**src/pkg/tpg_pkg.sv**
```systemverilog
// Constants for the output lane test pattern generator
package tpg_pkg;

  // ---------------------------------------------------------------
  // Geometry
  // ---------------------------------------------------------------
  localparam int LANES  = 4;
  localparam int PIX_W  = 10;
  localparam int REG_W  = 16;
  localparam int DATA_W = 32;
  localparam int ADDR_W = 8;
  localparam int IDX_W  = 6;
  localparam int LOW_W  = 8;
  localparam int HIGH_W = 2;
  localparam int IDX_LSB = 2;

  // ---------------------------------------------------------------
  // Register indices; byte address is four times the index
  // ---------------------------------------------------------------
  localparam logic [IDX_W-1:0] IDX_SPARE_STATUS_A = 6'h0a;
  localparam logic [IDX_W-1:0] IDX_SPARE_STATUS_B = 6'h0b;
  localparam logic [IDX_W-1:0] IDX_SPARE_CONTROL_A = 6'h0c;
  localparam logic [IDX_W-1:0] IDX_SPARE_CONTROL_B = 6'h0d;
  localparam logic [IDX_W-1:0] IDX_MODE_CONTROL = 6'h10;
  localparam logic [IDX_W-1:0] IDX_SPARE_CONTROL_C = 6'h11;
  localparam logic [IDX_W-1:0] IDX_LANE01_LOW = 6'h12;
  localparam logic [IDX_W-1:0] IDX_LANE23_LOW = 6'h13;
  localparam logic [IDX_W-1:0] IDX_SPARE_PATTERN_A = 6'h14;
  localparam logic [IDX_W-1:0] IDX_SPARE_PATTERN_B = 6'h15;
  localparam logic [IDX_W-1:0] IDX_HIGH_BITS = 6'h16;
  localparam logic [IDX_W-1:0] IDX_PATTERN_STATUS = 6'h17;

  // ---------------------------------------------------------------
  // Reset values
  // ---------------------------------------------------------------
  localparam logic [REG_W-1:0] RST_ZERO          = 16'h0000;
  localparam logic [REG_W-1:0] RST_SPARE_CTL_B   = 16'hffff;
  localparam logic [REG_W-1:0] RST_LANE01_LOW    = 16'h0100;
  localparam logic [REG_W-1:0] RST_LANE23_LOW    = 16'h0302;
  localparam logic [REG_W-1:0] RST_SPARE_PAT_A   = 16'h0504;
  localparam logic [REG_W-1:0] RST_SPARE_PAT_B   = 16'h0706;

  // ---------------------------------------------------------------
  // Field positions
  // ---------------------------------------------------------------
  localparam int MODE_EN_BIT    = 0;
  localparam int MODE_INC_BIT   = 1;
  localparam int MODE_PRBS_BIT  = 2;
  localparam int MODE_FRAME_BIT = 3;
  localparam int ST_ACTIVE_BIT  = 10;
  localparam int ST_PRBS_BIT    = 11;

  // ---------------------------------------------------------------
  // PRBS: x^9 + x^5 + 1, one seed per lane
  // ---------------------------------------------------------------
  localparam int PRBS_W     = 9;
  localparam int PRBS_TAP_A = 8;
  localparam int PRBS_TAP_B = 4;
  // Lane 0 seed in the low nine bits; no seed may be zero or its LFSR locks up
  localparam logic [LANES*PRBS_W-1:0] PRBS_SEEDS = {9'h1ff, 9'h0aa, 9'h155, 9'h0f1};

endpackage

```
**src/pkg/lane_if.sv**
```systemverilog
// Link between the output stage and the PRBS lane generator
`timescale 1ns/1ps
`default_nettype none
interface lane_if;
  import tpg_pkg::*;
  logic                   step;     // Advance one word on every lane
  logic                   restart;  // Reload the seeds
  logic [LANES*PIX_W-1:0] word;     // Current word, lane 0 in the low bits

  modport gen  (input step, input restart, output word);
  modport user (output step, output restart, input word);
endinterface // lane_if
`default_nettype wire

```
**src/rtl/prbs_lane_gen.sv**
```systemverilog
// PRBS word generator, one LFSR per lane
`timescale 1ns/1ps
`default_nettype none
module prbs_lane_gen
  import tpg_pkg::*;
(
  // Clock and reset
  input  wire logic I_CLOCK,
  input  wire logic I_RESETN,
  // Link to the output stage
  lane_if.gen       lane
);

  // Ten serial steps per word; returns next state above the word bits
  function automatic logic [PRBS_W+PIX_W-1:0] advance(input logic [PRBS_W-1:0] s);
    logic [PRBS_W-1:0] t;
    logic [PIX_W-1:0]  b;
    logic              fb;
    t = s;
    b = '0;
    for (int k = 0; k < PIX_W; k++)
    begin
      fb = t[PRBS_TAP_A] ^ t[PRBS_TAP_B];
      b  = {b[PIX_W-2:0], fb};
      t  = {t[PRBS_W-2:0], fb};
    end
    return {t, b};
  endfunction

  // -----------------------------------------------------------------
  // Per-lane generators
  // -----------------------------------------------------------------
  for (genvar l = 0; l < LANES; l++)
  begin : g_lane
    logic [PRBS_W-1:0] state_r;
    logic [PIX_W-1:0]  word_r;
    logic [PRBS_W+PIX_W-1:0] nxt;
    assign nxt = advance(state_r);

    // Restart reloads the seed and clears the word; the first sequence word comes on the next step
    always_ff @(posedge I_CLOCK)
    begin
      if (!I_RESETN || lane.restart)
      begin
        state_r <= PRBS_SEEDS[l*PRBS_W +: PRBS_W];
        word_r  <= '0;
      end
      else if (lane.step)
      begin
        state_r <= nxt[PIX_W +: PRBS_W];
        word_r  <= nxt[PIX_W-1:0];
      end
    end
    assign lane.word[l*PIX_W +: PIX_W] = word_r;
  end

endmodule // prbs_lane_gen
`default_nettype wire

```
**src/rtl/lane_pattern_gen.sv**
```systemverilog
// Output lane test pattern generator with APB register bank
`timescale 1ns/1ps
`default_nettype none
module lane_pattern_gen
  import tpg_pkg::*;
(
  // Clock and reset
  input  wire logic                   I_CLOCK,
  input  wire logic                   I_RESETN,
  // APB slave
  input  wire logic                   I_PSEL,
  input  wire logic                   I_PENABLE,
  input  wire logic                   I_PWRITE,
  input  wire logic [ADDR_W-1:0]      I_PADDR,
  input  wire logic [DATA_W-1:0]      I_PWDATA,
  output logic      [DATA_W-1:0]      O_PRDATA,
  output logic                        O_PREADY,
  output logic                        O_PSLVERR,
  // Pixel stream in
  input  wire logic [LANES*PIX_W-1:0] I_PIX_DATA,
  input  wire logic                   I_PIX_VALID,
  input  wire logic                   I_FRAME_VALID,
  input  wire logic                   I_LINE_VALID,
  // Lane stream out
  output logic      [LANES*PIX_W-1:0] O_LANE_DATA,
  output logic                        O_DATA_VALID,
  output logic                        O_FRAME_VALID,
  output logic                        O_LINE_VALID
);

  // -----------------------------------------------------------------
  // Registers
  // -----------------------------------------------------------------
  logic [REG_W-1:0] spare_ctl_a_r;
  logic [REG_W-1:0] spare_ctl_b_r;
  logic [REG_W-1:0] mode_r;
  logic [REG_W-1:0] spare_ctl_c_r;
  logic [REG_W-1:0] lane01_low_r;
  logic [REG_W-1:0] lane23_low_r;
  logic [REG_W-1:0] spare_pat_a_r;
  logic [REG_W-1:0] spare_pat_b_r;
  logic [REG_W-1:0] high_bits_r;
  logic [REG_W-1:0] status;
  logic [REG_W-1:0] rd_nxt;
  logic             mapped;

  lane_if lane ();

  // -----------------------------------------------------------------
  // APB decode
  // -----------------------------------------------------------------
  logic             access;
  logic             wr_fire;
  logic [IDX_W-1:0] idx;
  assign access  = I_PSEL && I_PENABLE;
  assign wr_fire = access && O_PREADY && I_PWRITE && mapped;
  assign idx     = I_PADDR[ADDR_W-1:IDX_LSB];

  // Read mux; misaligned addresses count as unmapped
  always_comb
  begin
    rd_nxt = RST_ZERO;
    mapped = (I_PADDR[IDX_LSB-1:0] == '0);
    case (idx)
      IDX_SPARE_STATUS_A:  rd_nxt = RST_ZERO;
      IDX_SPARE_STATUS_B:  rd_nxt = RST_ZERO;
      IDX_SPARE_CONTROL_A: rd_nxt = spare_ctl_a_r;
      IDX_SPARE_CONTROL_B: rd_nxt = spare_ctl_b_r;
      IDX_MODE_CONTROL:    rd_nxt = mode_r;
      IDX_SPARE_CONTROL_C: rd_nxt = spare_ctl_c_r;
      IDX_LANE01_LOW:      rd_nxt = lane01_low_r;
      IDX_LANE23_LOW:      rd_nxt = lane23_low_r;
      IDX_SPARE_PATTERN_A: rd_nxt = spare_pat_a_r;
      IDX_SPARE_PATTERN_B: rd_nxt = spare_pat_b_r;
      IDX_HIGH_BITS:       rd_nxt = high_bits_r;
      IDX_PATTERN_STATUS:  rd_nxt = status;
      default:             mapped = 1'b0;
    endcase
  end

  // One wait state so read data and ready come from flops
  always_ff @(posedge I_CLOCK)
  begin
    if (!I_RESETN)
    begin
      O_PREADY  <= 1'b0;
      O_PSLVERR <= 1'b0;
      O_PRDATA  <= '0;
    end
    else
    begin
      O_PREADY  <= access && !O_PREADY;
      O_PSLVERR <= access && !O_PREADY && !mapped;
      O_PRDATA  <= (access && !O_PREADY && !I_PWRITE) ? {{(DATA_W-REG_W){1'b0}}, rd_nxt} : '0;
    end
  end

  // Register writes; status and spare status words are read-only
  always_ff @(posedge I_CLOCK)
  begin
    if (!I_RESETN)
    begin
      spare_ctl_a_r <= RST_ZERO;
      spare_ctl_b_r <= RST_SPARE_CTL_B;
      mode_r        <= RST_ZERO;
      spare_ctl_c_r <= RST_ZERO;
      lane01_low_r  <= RST_LANE01_LOW;
      lane23_low_r  <= RST_LANE23_LOW;
      spare_pat_a_r <= RST_SPARE_PAT_A;
      spare_pat_b_r <= RST_SPARE_PAT_B;
      high_bits_r   <= RST_ZERO;
    end
    else if (wr_fire)
    begin
      case (idx)
        IDX_SPARE_CONTROL_A: spare_ctl_a_r <= I_PWDATA[REG_W-1:0];
        IDX_SPARE_CONTROL_B: spare_ctl_b_r <= I_PWDATA[REG_W-1:0];
        IDX_MODE_CONTROL:    mode_r        <= I_PWDATA[REG_W-1:0];
        IDX_SPARE_CONTROL_C: spare_ctl_c_r <= I_PWDATA[REG_W-1:0];
        IDX_LANE01_LOW:      lane01_low_r  <= I_PWDATA[REG_W-1:0];
        IDX_LANE23_LOW:      lane23_low_r  <= I_PWDATA[REG_W-1:0];
        IDX_SPARE_PATTERN_A: spare_pat_a_r <= I_PWDATA[REG_W-1:0];
        IDX_SPARE_PATTERN_B: spare_pat_b_r <= I_PWDATA[REG_W-1:0];
        IDX_HIGH_BITS:       high_bits_r   <= I_PWDATA[REG_W-1:0];
        default:             ;
      endcase
    end
  end

  // -----------------------------------------------------------------
  // Mode decode
  // -----------------------------------------------------------------
  logic prbs_on;
  logic pat_on;
  logic inc_on;
  logic test_on;
  logic framed;
  logic advance;
  logic frame_d_r;
  logic frame_start;
  logic reload;

  assign prbs_on = mode_r[MODE_PRBS_BIT];
  assign pat_on  = mode_r[MODE_EN_BIT] && !prbs_on;
  assign inc_on  = pat_on && mode_r[MODE_INC_BIT];
  assign test_on = prbs_on || mode_r[MODE_EN_BIT];
  assign framed  = mode_r[MODE_FRAME_BIT];
  // Framed patterns advance with the pixel timing; unframed every cycle
  assign advance = test_on && (framed ? I_PIX_VALID : 1'b1);
  assign frame_start = I_FRAME_VALID && !frame_d_r;
  // Each framed frame restarts the count from the programmed value
  assign reload  = !inc_on || (framed && frame_start);

  // Frame edge detect
  always_ff @(posedge I_CLOCK)
  begin
    if (!I_RESETN)
      frame_d_r <= 1'b0;
    else
      frame_d_r <= I_FRAME_VALID;
  end

  // PRBS generator holds its seeds while PRBS is off
  assign lane.step    = prbs_on && advance;
  assign lane.restart = !prbs_on;

  prbs_lane_gen u_prbs (
    .I_CLOCK  (I_CLOCK),
    .I_RESETN (I_RESETN),
    .lane     (lane)
  );

  // -----------------------------------------------------------------
  // Per-lane pattern words
  // -----------------------------------------------------------------
  logic [LANES*PIX_W-1:0] const_flat;
  logic [LANES*PIX_W-1:0] word_nxt;

  for (genvar l = 0; l < LANES; l++)
  begin : g_lane
    logic [REG_W-1:0] low_pair;
    logic [PIX_W-1:0] prog;
    logic [PIX_W-1:0] cnt_r;

    // Lanes 0 and 1 share one word, lanes 2 and 3 the other
    assign low_pair = (l < 2) ? lane01_low_r : lane23_low_r;
    assign prog = {high_bits_r[l*HIGH_W +: HIGH_W],
                   low_pair[(l%2)*LOW_W +: LOW_W]};
    assign const_flat[l*PIX_W +: PIX_W] = prog;

    // Counter wraps naturally at ten bits
    always_ff @(posedge I_CLOCK)
    begin
      if (!I_RESETN)
        cnt_r <= '0;
      else if (reload)
        cnt_r <= prog + PIX_W'(advance && inc_on);
      else if (advance)
        cnt_r <= cnt_r + PIX_W'(1);
    end

    // Priority: PRBS, then increment, then constant
    assign word_nxt[l*PIX_W +: PIX_W] =
      prbs_on ? lane.word[l*PIX_W +: PIX_W] :
      (inc_on && !reload) ? cnt_r :
      (inc_on ? prog : prog);
  end

  // -----------------------------------------------------------------
  // Output stage
  // -----------------------------------------------------------------
  // Unframed test patterns drop the frame and line markers; pass-through keeps them
  always_ff @(posedge I_CLOCK)
  begin
    if (!I_RESETN)
    begin
      O_LANE_DATA   <= '0;
      O_DATA_VALID  <= 1'b0;
      O_FRAME_VALID <= 1'b0;
      O_LINE_VALID  <= 1'b0;
    end
    else if (!test_on)
    begin
      O_LANE_DATA   <= I_PIX_DATA;
      O_DATA_VALID  <= I_PIX_VALID;
      O_FRAME_VALID <= I_FRAME_VALID;
      O_LINE_VALID  <= I_LINE_VALID;
    end
    else
    begin
      O_LANE_DATA   <= word_nxt;
      O_DATA_VALID  <= framed ? I_PIX_VALID : 1'b1;
      O_FRAME_VALID <= framed && I_FRAME_VALID;
      O_LINE_VALID  <= framed && I_LINE_VALID;
    end
  end

  // Status word: lane 0 output and the active mode
  always_comb
  begin
    status = RST_ZERO;
    status[PIX_W-1:0]    = O_LANE_DATA[PIX_W-1:0];
    status[ST_ACTIVE_BIT] = test_on;
    status[ST_PRBS_BIT]   = prbs_on;
  end
endmodule // lane_pattern_gen
`default_nettype wire

```
**config.mk**
```make
export PLATFORM = sky130hd
export DESIGN_NAME = lane_pattern_gen
export DESIGN_NICKNAME = d
export VERILOG_FILES = /design/src/pkg/tpg_pkg.sv /design/src/pkg/lane_if.sv /design/src/rtl/prbs_lane_gen.sv /design/src/rtl/lane_pattern_gen.sv
export SDC_FILE = /design/constraint.sdc
export NUM_CORES = 1
export LEC_CHECK = 0
export ABC_AREA = 1
export BUFFER_PORTS_ARGS = -buffer_cell sky130_fd_sc_hd__buf_2
export CORE_MARGIN = 4
export CORE_UTILIZATION = 50
export CTS_BUF_LIST = sky130_fd_sc_hd__clkbuf_8
export DETAILED_ROUTE_END_ITERATION = 10
export GPL_TIMING_DRIVEN = 0
export PLACE_DENSITY = 0.72
export SLEW_MARGIN = 10
export SYNTH_ARGS = -nofsm -noshare
export SYNTH_HDL_FRONTEND = slang
export SYNTH_SLANG_ARGS = --single-unit
```
**constraint.sdc**
```tcl
create_clock -name I_CLOCK -period 2.37 [get_ports I_CLOCK]
set_input_delay 0.1185 -clock I_CLOCK [delete_from_list [all_inputs] [get_ports I_CLOCK]]
set_output_delay 0.1185 -clock I_CLOCK [all_outputs]
set_load 0.005 [all_outputs]
```
==> impl_metrics.py, run 1 <==
metrics = {
    "outcome": {
        "outcome": "finished, final reports clean",
    },
    "synth": {
        "ys.flop_type": "dfxtp_1",
        "netlist_area_um2": 15000,
        "synth.distinct_cells": 42,
        "avgSynthCellArea_um2": 6.80,
        "synthCells": 2203,
        "synth_edf_count": 0,
        "synth_top_cell_by_area": "dfxtp_1",
        "seq_area_frac_synth": 0.413,
        "ys_warn_count": 0,
        "synthArstFlopShare": 0,
        "netlist.area_leader.share": 0.413,
        "synthTopCellsByCount": "567 x nand2_1, 327 x nor2_1, 309 x dfxtp_1",
        "synth_most_common_cell": "nand2_1",
        "synth-seq-cells": 309,
        "synthTopCellsByArea": "dfxtp_1 41%, nand2_1 14%, nor2_1 8.2%",
    },
    "power": {
        "power_density_nw_per_um2": 614,
        "max-vdd-ir-drop_uv": 569,
        "leakage_nw": 8.45,
        "total_power_mw": 10.9,
    },
    "setup_path": {
        "max_stage_delay_ns": 0.68,
        "start_kind": "register",
        "critPathKind": "register to register",
        "crit_path_end_kind": "register",
        "arrival_ns": 2.79,
        "cpMaxStageDelayCell": "o21ai_0",
        "worst-path-buf-inv": 3,
        "crit_chain": "inv_2, nor2_4, buf_4, nand3_2, clkbuf_1, o21ai_0, a31oi_1",
        "cp_top_family": "compound AO/OA/AOI/OAI gates",
        "cp_data_required_time_ns": 2.81,
        "critPathMaxFanout": 10,
    },
    "timing": {
        "fmaxAchievable_ghz": 0.426,
        "maxSlewHeadroom": 0.292,
        "hold_viol": 0,
        "finalWorstSetupSlack_ns": 0.0207,
        "tightest_slew_ns": 1.06,
        "slew_viol_final": 0,
        "skew_ns": 0.0204,
        "period_share": 0.991,
        "tns_ns": 0,
        "period_needed_ns": 2.35,
        "setup_viol": 0,
        "whs_ns": 0.0666,
    },
    "floorplan": {
        "core-area_um2": 29600,
        "die_y_um": 181,
        "rows": 63,
        "die_width_um": 181,
        "ios": 165,
        "start_util": 0.506,
        "dieArea_um2": 32800,
    },
    "placement": {
        "portBuffers": 115,
        "pre_cts_slack_ns": -0.517,
        "post_dp_cell_area_um2": 16100,
        "dp_cells": 2723,
        "place_hpwl_um": 44100,
        "gp_congestion": 1.05,
    },
    "clock_tree": {
        "clock_latency_ns": 0.60,
        "clock_sinks": 309,
        "cts_tree": "built",
        "cts_made_buffers": 53,
        "cts_buffer_depth": 3,
        "cts_max_level": 2,
        "cts_root_buffer": "clkbuf_8",
        "path_clk_slew_ns": 0.06,
    },
    "cells_and_area": {
        "drive_above_1_share": 0.134,
        "syn_to_final_growth_pct": 18.2,
        "layout.cells.non_filler": 2857,
        "antennaDiodeCount": 0,
        "design_area_um2": 17700,
        "final_util": 0.597,
        "fin_nets": 2530,
    },
    "global_route": {
        "grt_pass1_wl_um": 89000,
        "grt_pass1_vias": 14897,
        "track_usage": 0.351,
        "overflow": 0,
        "antenna_found_initial": 2,
        "grt_max_degree": 15,
    },
    "drt": {
        "drc": 0,
        "viasPerCell": 5.79,
        "final_antenna_net_count": 0,
        "drt-wirelength-per-cell_um": 21.1,
        "wirelength_um": 60300,
        "dr.pass1.iters": 6,
        "num_vias": 16540,
        "drt_iter0_markers": 2331,
    },
    "hold_path": {
        "hp-class": "input port to register",
    },
    "flow_run": {
        "max_cap_viol_count": 0,
    },
}
## layout make-up
type / instances / area [µm²]
buffer: 143 / 679
clock buffer: 74 / 1020
clock inverter: 18 / 87.6
fill: 2866 / 11900
inverter: 223 / 837
multi-input combinational: 1542 / 7410
sequential: 309 / 6190
tap: 390 / 488
timing repair buffer: 158 / 998
## cells by family (layout without fill, tap and decap cells)
logic type | count (synthesis) | after routing | synth area share
adder cells (fa/ha/maj) | 12 | 12 | 0.0100
buffers and inverters | 367 | 616 | 0.101
other | 1 | 16 | 0.000250
XOR/XNOR | 46 | 46 | 0.0269
AND/OR/NAND/NOR | 1126 | 1126 | 0.316
flip-flops | 309 | 309 | 0.413
AO/OA/AOI/OAI | 342 | 342 | 0.133
## where the power goes
part / total, mW / switching [mW] / internal, mW
Sequential: 5.27 / 0.0265 / 5.24
Clock: 5.04 / 2.28 / 2.75
Combinational: 0.564 / 0.375 / 0.189
## final timing paths
kind / cells after the start / slack [ns] / startpoint / endpoint
worst max register to register: 7 / 0.02 / mode_r[0]$_SDFFE_PN0P_ / O_LANE_DATA[6]$_SDFF_PN0_
worst min-delay path: 5 / 0.07 / I_PIX_DATA[36] / O_LANE_DATA[36]$_SDFF_PN0_
worst max-delay path: 7 / 0.02 / mode_r[0]$_SDFFE_PN0P_ / O_LANE_DATA[6]$_SDFF_PN0_
worst min register to register: 2 / 0.47 / u_prbs.g_lane[0].word_r[0]$_SDFFE_PP0P_ / u_prbs.g_lane[0].word_r[0]$_SDFFE_PP0P_
## tightest hold or removal path: stages
cell and delay [ns]:
buf_2 0.08, a22oi_1 0.13, o211ai_1 0.14, nand2_1 0.10, inv_1 0.06
## what timing repair did
action                     4_1_cts  5_1_grt
hold buffers                    40        0
hold endpoints to repair        46        0
buffers inserted                 3        0
setup endpoints to repair       41       45
pin swaps                        2        2
gates resized for setup          8       21
cloned                           0        0
## per-layer routing
metal | vias to the layer above | global-route usage | wire length, µm
li1 | 7520 | - | -
met1 | 7665 | 0.488 | 23900
met2 | 1149 | 0.516 | 25100
met3 | 204 | 0.108 | 8410
met4 | 2 | 0.127 | 2830
met5 | - | 0 | 12
## placed cells by master (no fill, tap or decap), types with 10 or more instances in the layout
cell           instances
nor2_4                10
inv_2                 12
clkbuf_8              74
buf_4                 23
inv_1                220
nor2_1               318
clkbuf_1              72
nand4_1               45
o22ai_1               27
o211ai_1              31
buf_2                155
o21ai_0               84
nand3_1              137
conb_1                16
dfxtp_1              307
nand2_1              567
xor2_1                29
a22oi_1               29
a31oi_1               50
dlygate4sd3_1         40
nor2_2                12
or2_2                 12
a21oi_1              104
xnor2_1               17
## state kept, by name, summed over array words and instances, names as in the netlist, 16 cells and up
register	count
spare_pat_b_r	16
u_prbs.g_lane.word_r	40
u_prbs.g_lane.state_r	23
spare_ctl_c_r	16
mode_r	16
O_LANE_DATA	40
g_lane.cnt_r	40
spare_ctl_a_r	16
high_bits_r	16
O_PRDATA	16
g_lane.low_pair	32
spare_pat_a_r	16
spare_ctl_b_r	16
Note: power is estimated with default switching activity, not from simulation.
==> inputs of run 2 (changes only) <==
Settings changed: PLACE_DENSITY 0.72 to 0.7.
==> run 2 against run 1 <==
Net effect: power increased by 0.83%; sequential share of layout area decreased by 0.084 points; hold slack lost 0.033 ns; maximum frequency increased by 1.6%; cell count did not move; final area increased by 0.24%; sequential power hardly changed; first-iteration DRC count rose by 2.8%; clock power rose by 2%; clock skew increased by 0.016 ns; critical endpoint is now g_lane[2].cnt_r[8]$_SDFFE_PN0P_; largest cell class unchanged.
==> impl_metrics.py, run 2 (synthesis gave the netlist of run 1 again) <==
metrics = {
    "setup_path": {
        "critPathKind": "register to register",
        "critPathMaxFanout": 3,
        "cp_data_required_time_ns": 2.88,
        "arrival_ns": 2.82,
        "crit_path_end_kind": "register",
        "start_kind": "register",
    },
    "timing": {
        "slew_viol_final": 0,
        "fmaxAchievable_ghz": 0.433,
        "maxSlewHeadroom": 0.161,
        "setup_viol": 0,
        "tns_ns": 0,
        "finalWorstSetupSlack_ns": 0.0581,
        "hold_viol": 0,
        "period_needed_ns": 2.31,
        "skew_ns": 0.0359,
        "rsz0062_at_grt": "true",
        "tightest_slew_ns": 1.25,
        "period_share": 0.975,
    },
    "cells_and_area": {
        "reg_top3": "O_LANE_DATA (40), g_lane.cnt_r (40), u_prbs.g_lane.word_r (40)",
        "seq_area_um2": 6190,
        "antennaDiodeCount": 0,
        "syn_to_final_growth_pct": 18.4,
        "final_util": 0.599,
        "drive_above_1_share": 0.137,
        "layout.cells.non_filler": 2857,
        "multi_input_area_um2": 7450,
        "design_area_um2": 17700,
        "n_fill_cell": 2905,
        "final_common_cell": "nand2_1",
        "final_cell_mix": "567 x nand2_1, 315 x nor2_1, 307 x dfxtp_1",
        "fin_nets": 2529,
    },
    "power": {
        "p_comb_frac": 0.051,
        "power_density_nw_per_um2": 618,
        "power_frac_seq": 0.481,
        "switchingPower_mw": 2.78,
        "clock_power_share": 0.468,
        "p_int_mw": 8.18,
        "max-vdd-ir-drop_uv": 734,
        "leakage_nw": 8.47,
        "switching_share": 0.254,
    },
    "global_route": {
        "grt_use_met2": 0.525,
        "grt_pass1_vias": 14750,
        "track_usage": 0.354,
        "gr-usage-met3": 0.0920,
        "grt_use_met1": 0.498,
        "grt_max_degree": 17,
        "antenna_found_initial": 1,
        "overflow": 0,
        "busiest_layer": "met2",
        "grt_pass1_wl_um": 89200,
    },
    "drt": {
        "viasPerCell": 5.78,
        "drt_iter0_markers": 2397,
        "num_vias": 16506,
        "dr.pass1.iters": 8,
        "final_antenna_net_count": 0,
        "drc": 0,
        "wirelength_um": 60900,
        "drt-wirelength-per-cell_um": 21.3,
    },
    "floorplan": {
        "dieArea_um2": 32800,
        "rows": 63,
        "core-area_um2": 29600,
        "die_y_um": 181,
        "ios": 165,
        "start_util": 0.506,
        "die_width_um": 181,
    },
    "hold_path": {
        "hp-class": "input port to register",
    },
    "placement": {
        "dp_cells": 2723,
        "place_hpwl_um": 44300,
        "portBuffers": 115,
        "pre_cts_slack_ns": -0.535,
        "gp_congestion": 1.04,
        "post_dp_cell_area_um2": 16100,
    },
    "clock_tree": {
        "cts_tree": "built",
        "cts_buffer_depth": 3,
        "cts_root_buffer": "clkbuf_8",
        "clock_sinks": 309,
        "cts_made_buffers": 52,
        "cts_max_level": 2,
        "path_clk_slew_ns": 0.07,
        "clock_latency_ns": 0.64,
    },
    "flow_run": {
        "max_cap_viol_count": 0,
    },
    "outcome": {
        "outcome": "finished, final reports clean",
    },
}
[run 2: area by class of cell]
| cell class | count | area share |
|---|---|---|
| Buffer | 143 | 0.0384 |
| Clock buffer | 66 | 0.0512 |
| Clock inverter | 26 | 0.0110 |
| Inverter | 223 | 0.0472 |
| Multi-Input combinational cell | 1542 | 0.420 |
| Sequential cell | 309 | 0.349 |
| Tap cell | 390 | 0.0275 |
| Timing Repair Buffer | 158 | 0.0565 |
[run 2: layer usage]
metal  part of all wire  vias up
li1                   -     7530
met1               0.40     7657
met2               0.43     1131
met3               0.13      186
met4              0.041        2
met5            0.00021        -
[run 2: what timing repair did]
action                                 4_1_cts  5_1_grt
resized for setup                           11       27
pin swaps                                    2        7
hold buffers                                37        0
buffers inserted                             2        4
endpoints found under the hold margin       43        0
setup endpoints to repair                   45       18
[run 2: worst max-delay path, cell delays in order (launching register included)]
cell,delay [ns]
dfxtp_2,0.34
inv_2,0.07
nor2_4,0.13
nand2_1,0.09
nor2_4,0.19
ha_2,0.22
ha_1,0.17
nand3_1,0.12
nor2_2,0.15
nand4_1,0.13
or2_2,0.30
nand3_1,0.08
nand3_1,0.07
nand2_1,0.07
inv_1,0.04
[run 2: power groups by stage]
stage          combinational, mW  sequential [mW]  clock, mW
6_report                   0.562             5.27       5.13
5_1_grt                    0.585             5.27       5.34
4_1_cts                    0.536             5.27       5.12
3_5_place_dp               0.487             5.38          0
3_3_place_gp               0.488             5.38          0
2_1_floorplan              0.224             5.38          0
[run 2: worst paths after layout]
check	from	end	slack [ns]	cells after the start
max	mode_r[0]$_SDFFE_PN0P_	g_lane[2].cnt_r[8]$_SDFFE_PN0P_	0.06	14
min	I_PIX_DATA[3]	O_LANE_DATA[3]$_SDFF_PN0_	0.03	3
max reg2reg	mode_r[0]$_SDFFE_PN0P_	g_lane[2].cnt_r[8]$_SDFFE_PN0P_	0.06	14
min reg2reg	u_prbs.g_lane[0].word_r[7]$_SDFFE_PP0P_	u_prbs.g_lane[0].word_r[7]$_SDFFE_PP0P_	0.47	2
[run 2: stage by stage]
stage | hold WS, ns | power [mW]
floorplan | 0.231 | 5.60
finish | 0.0340 | 11.0
detailed placement | 0.352 | 5.87
global route | 0.0547 | 11.2
CTS | 0.0102 | 10.9
global placement | 0.359 | 5.87
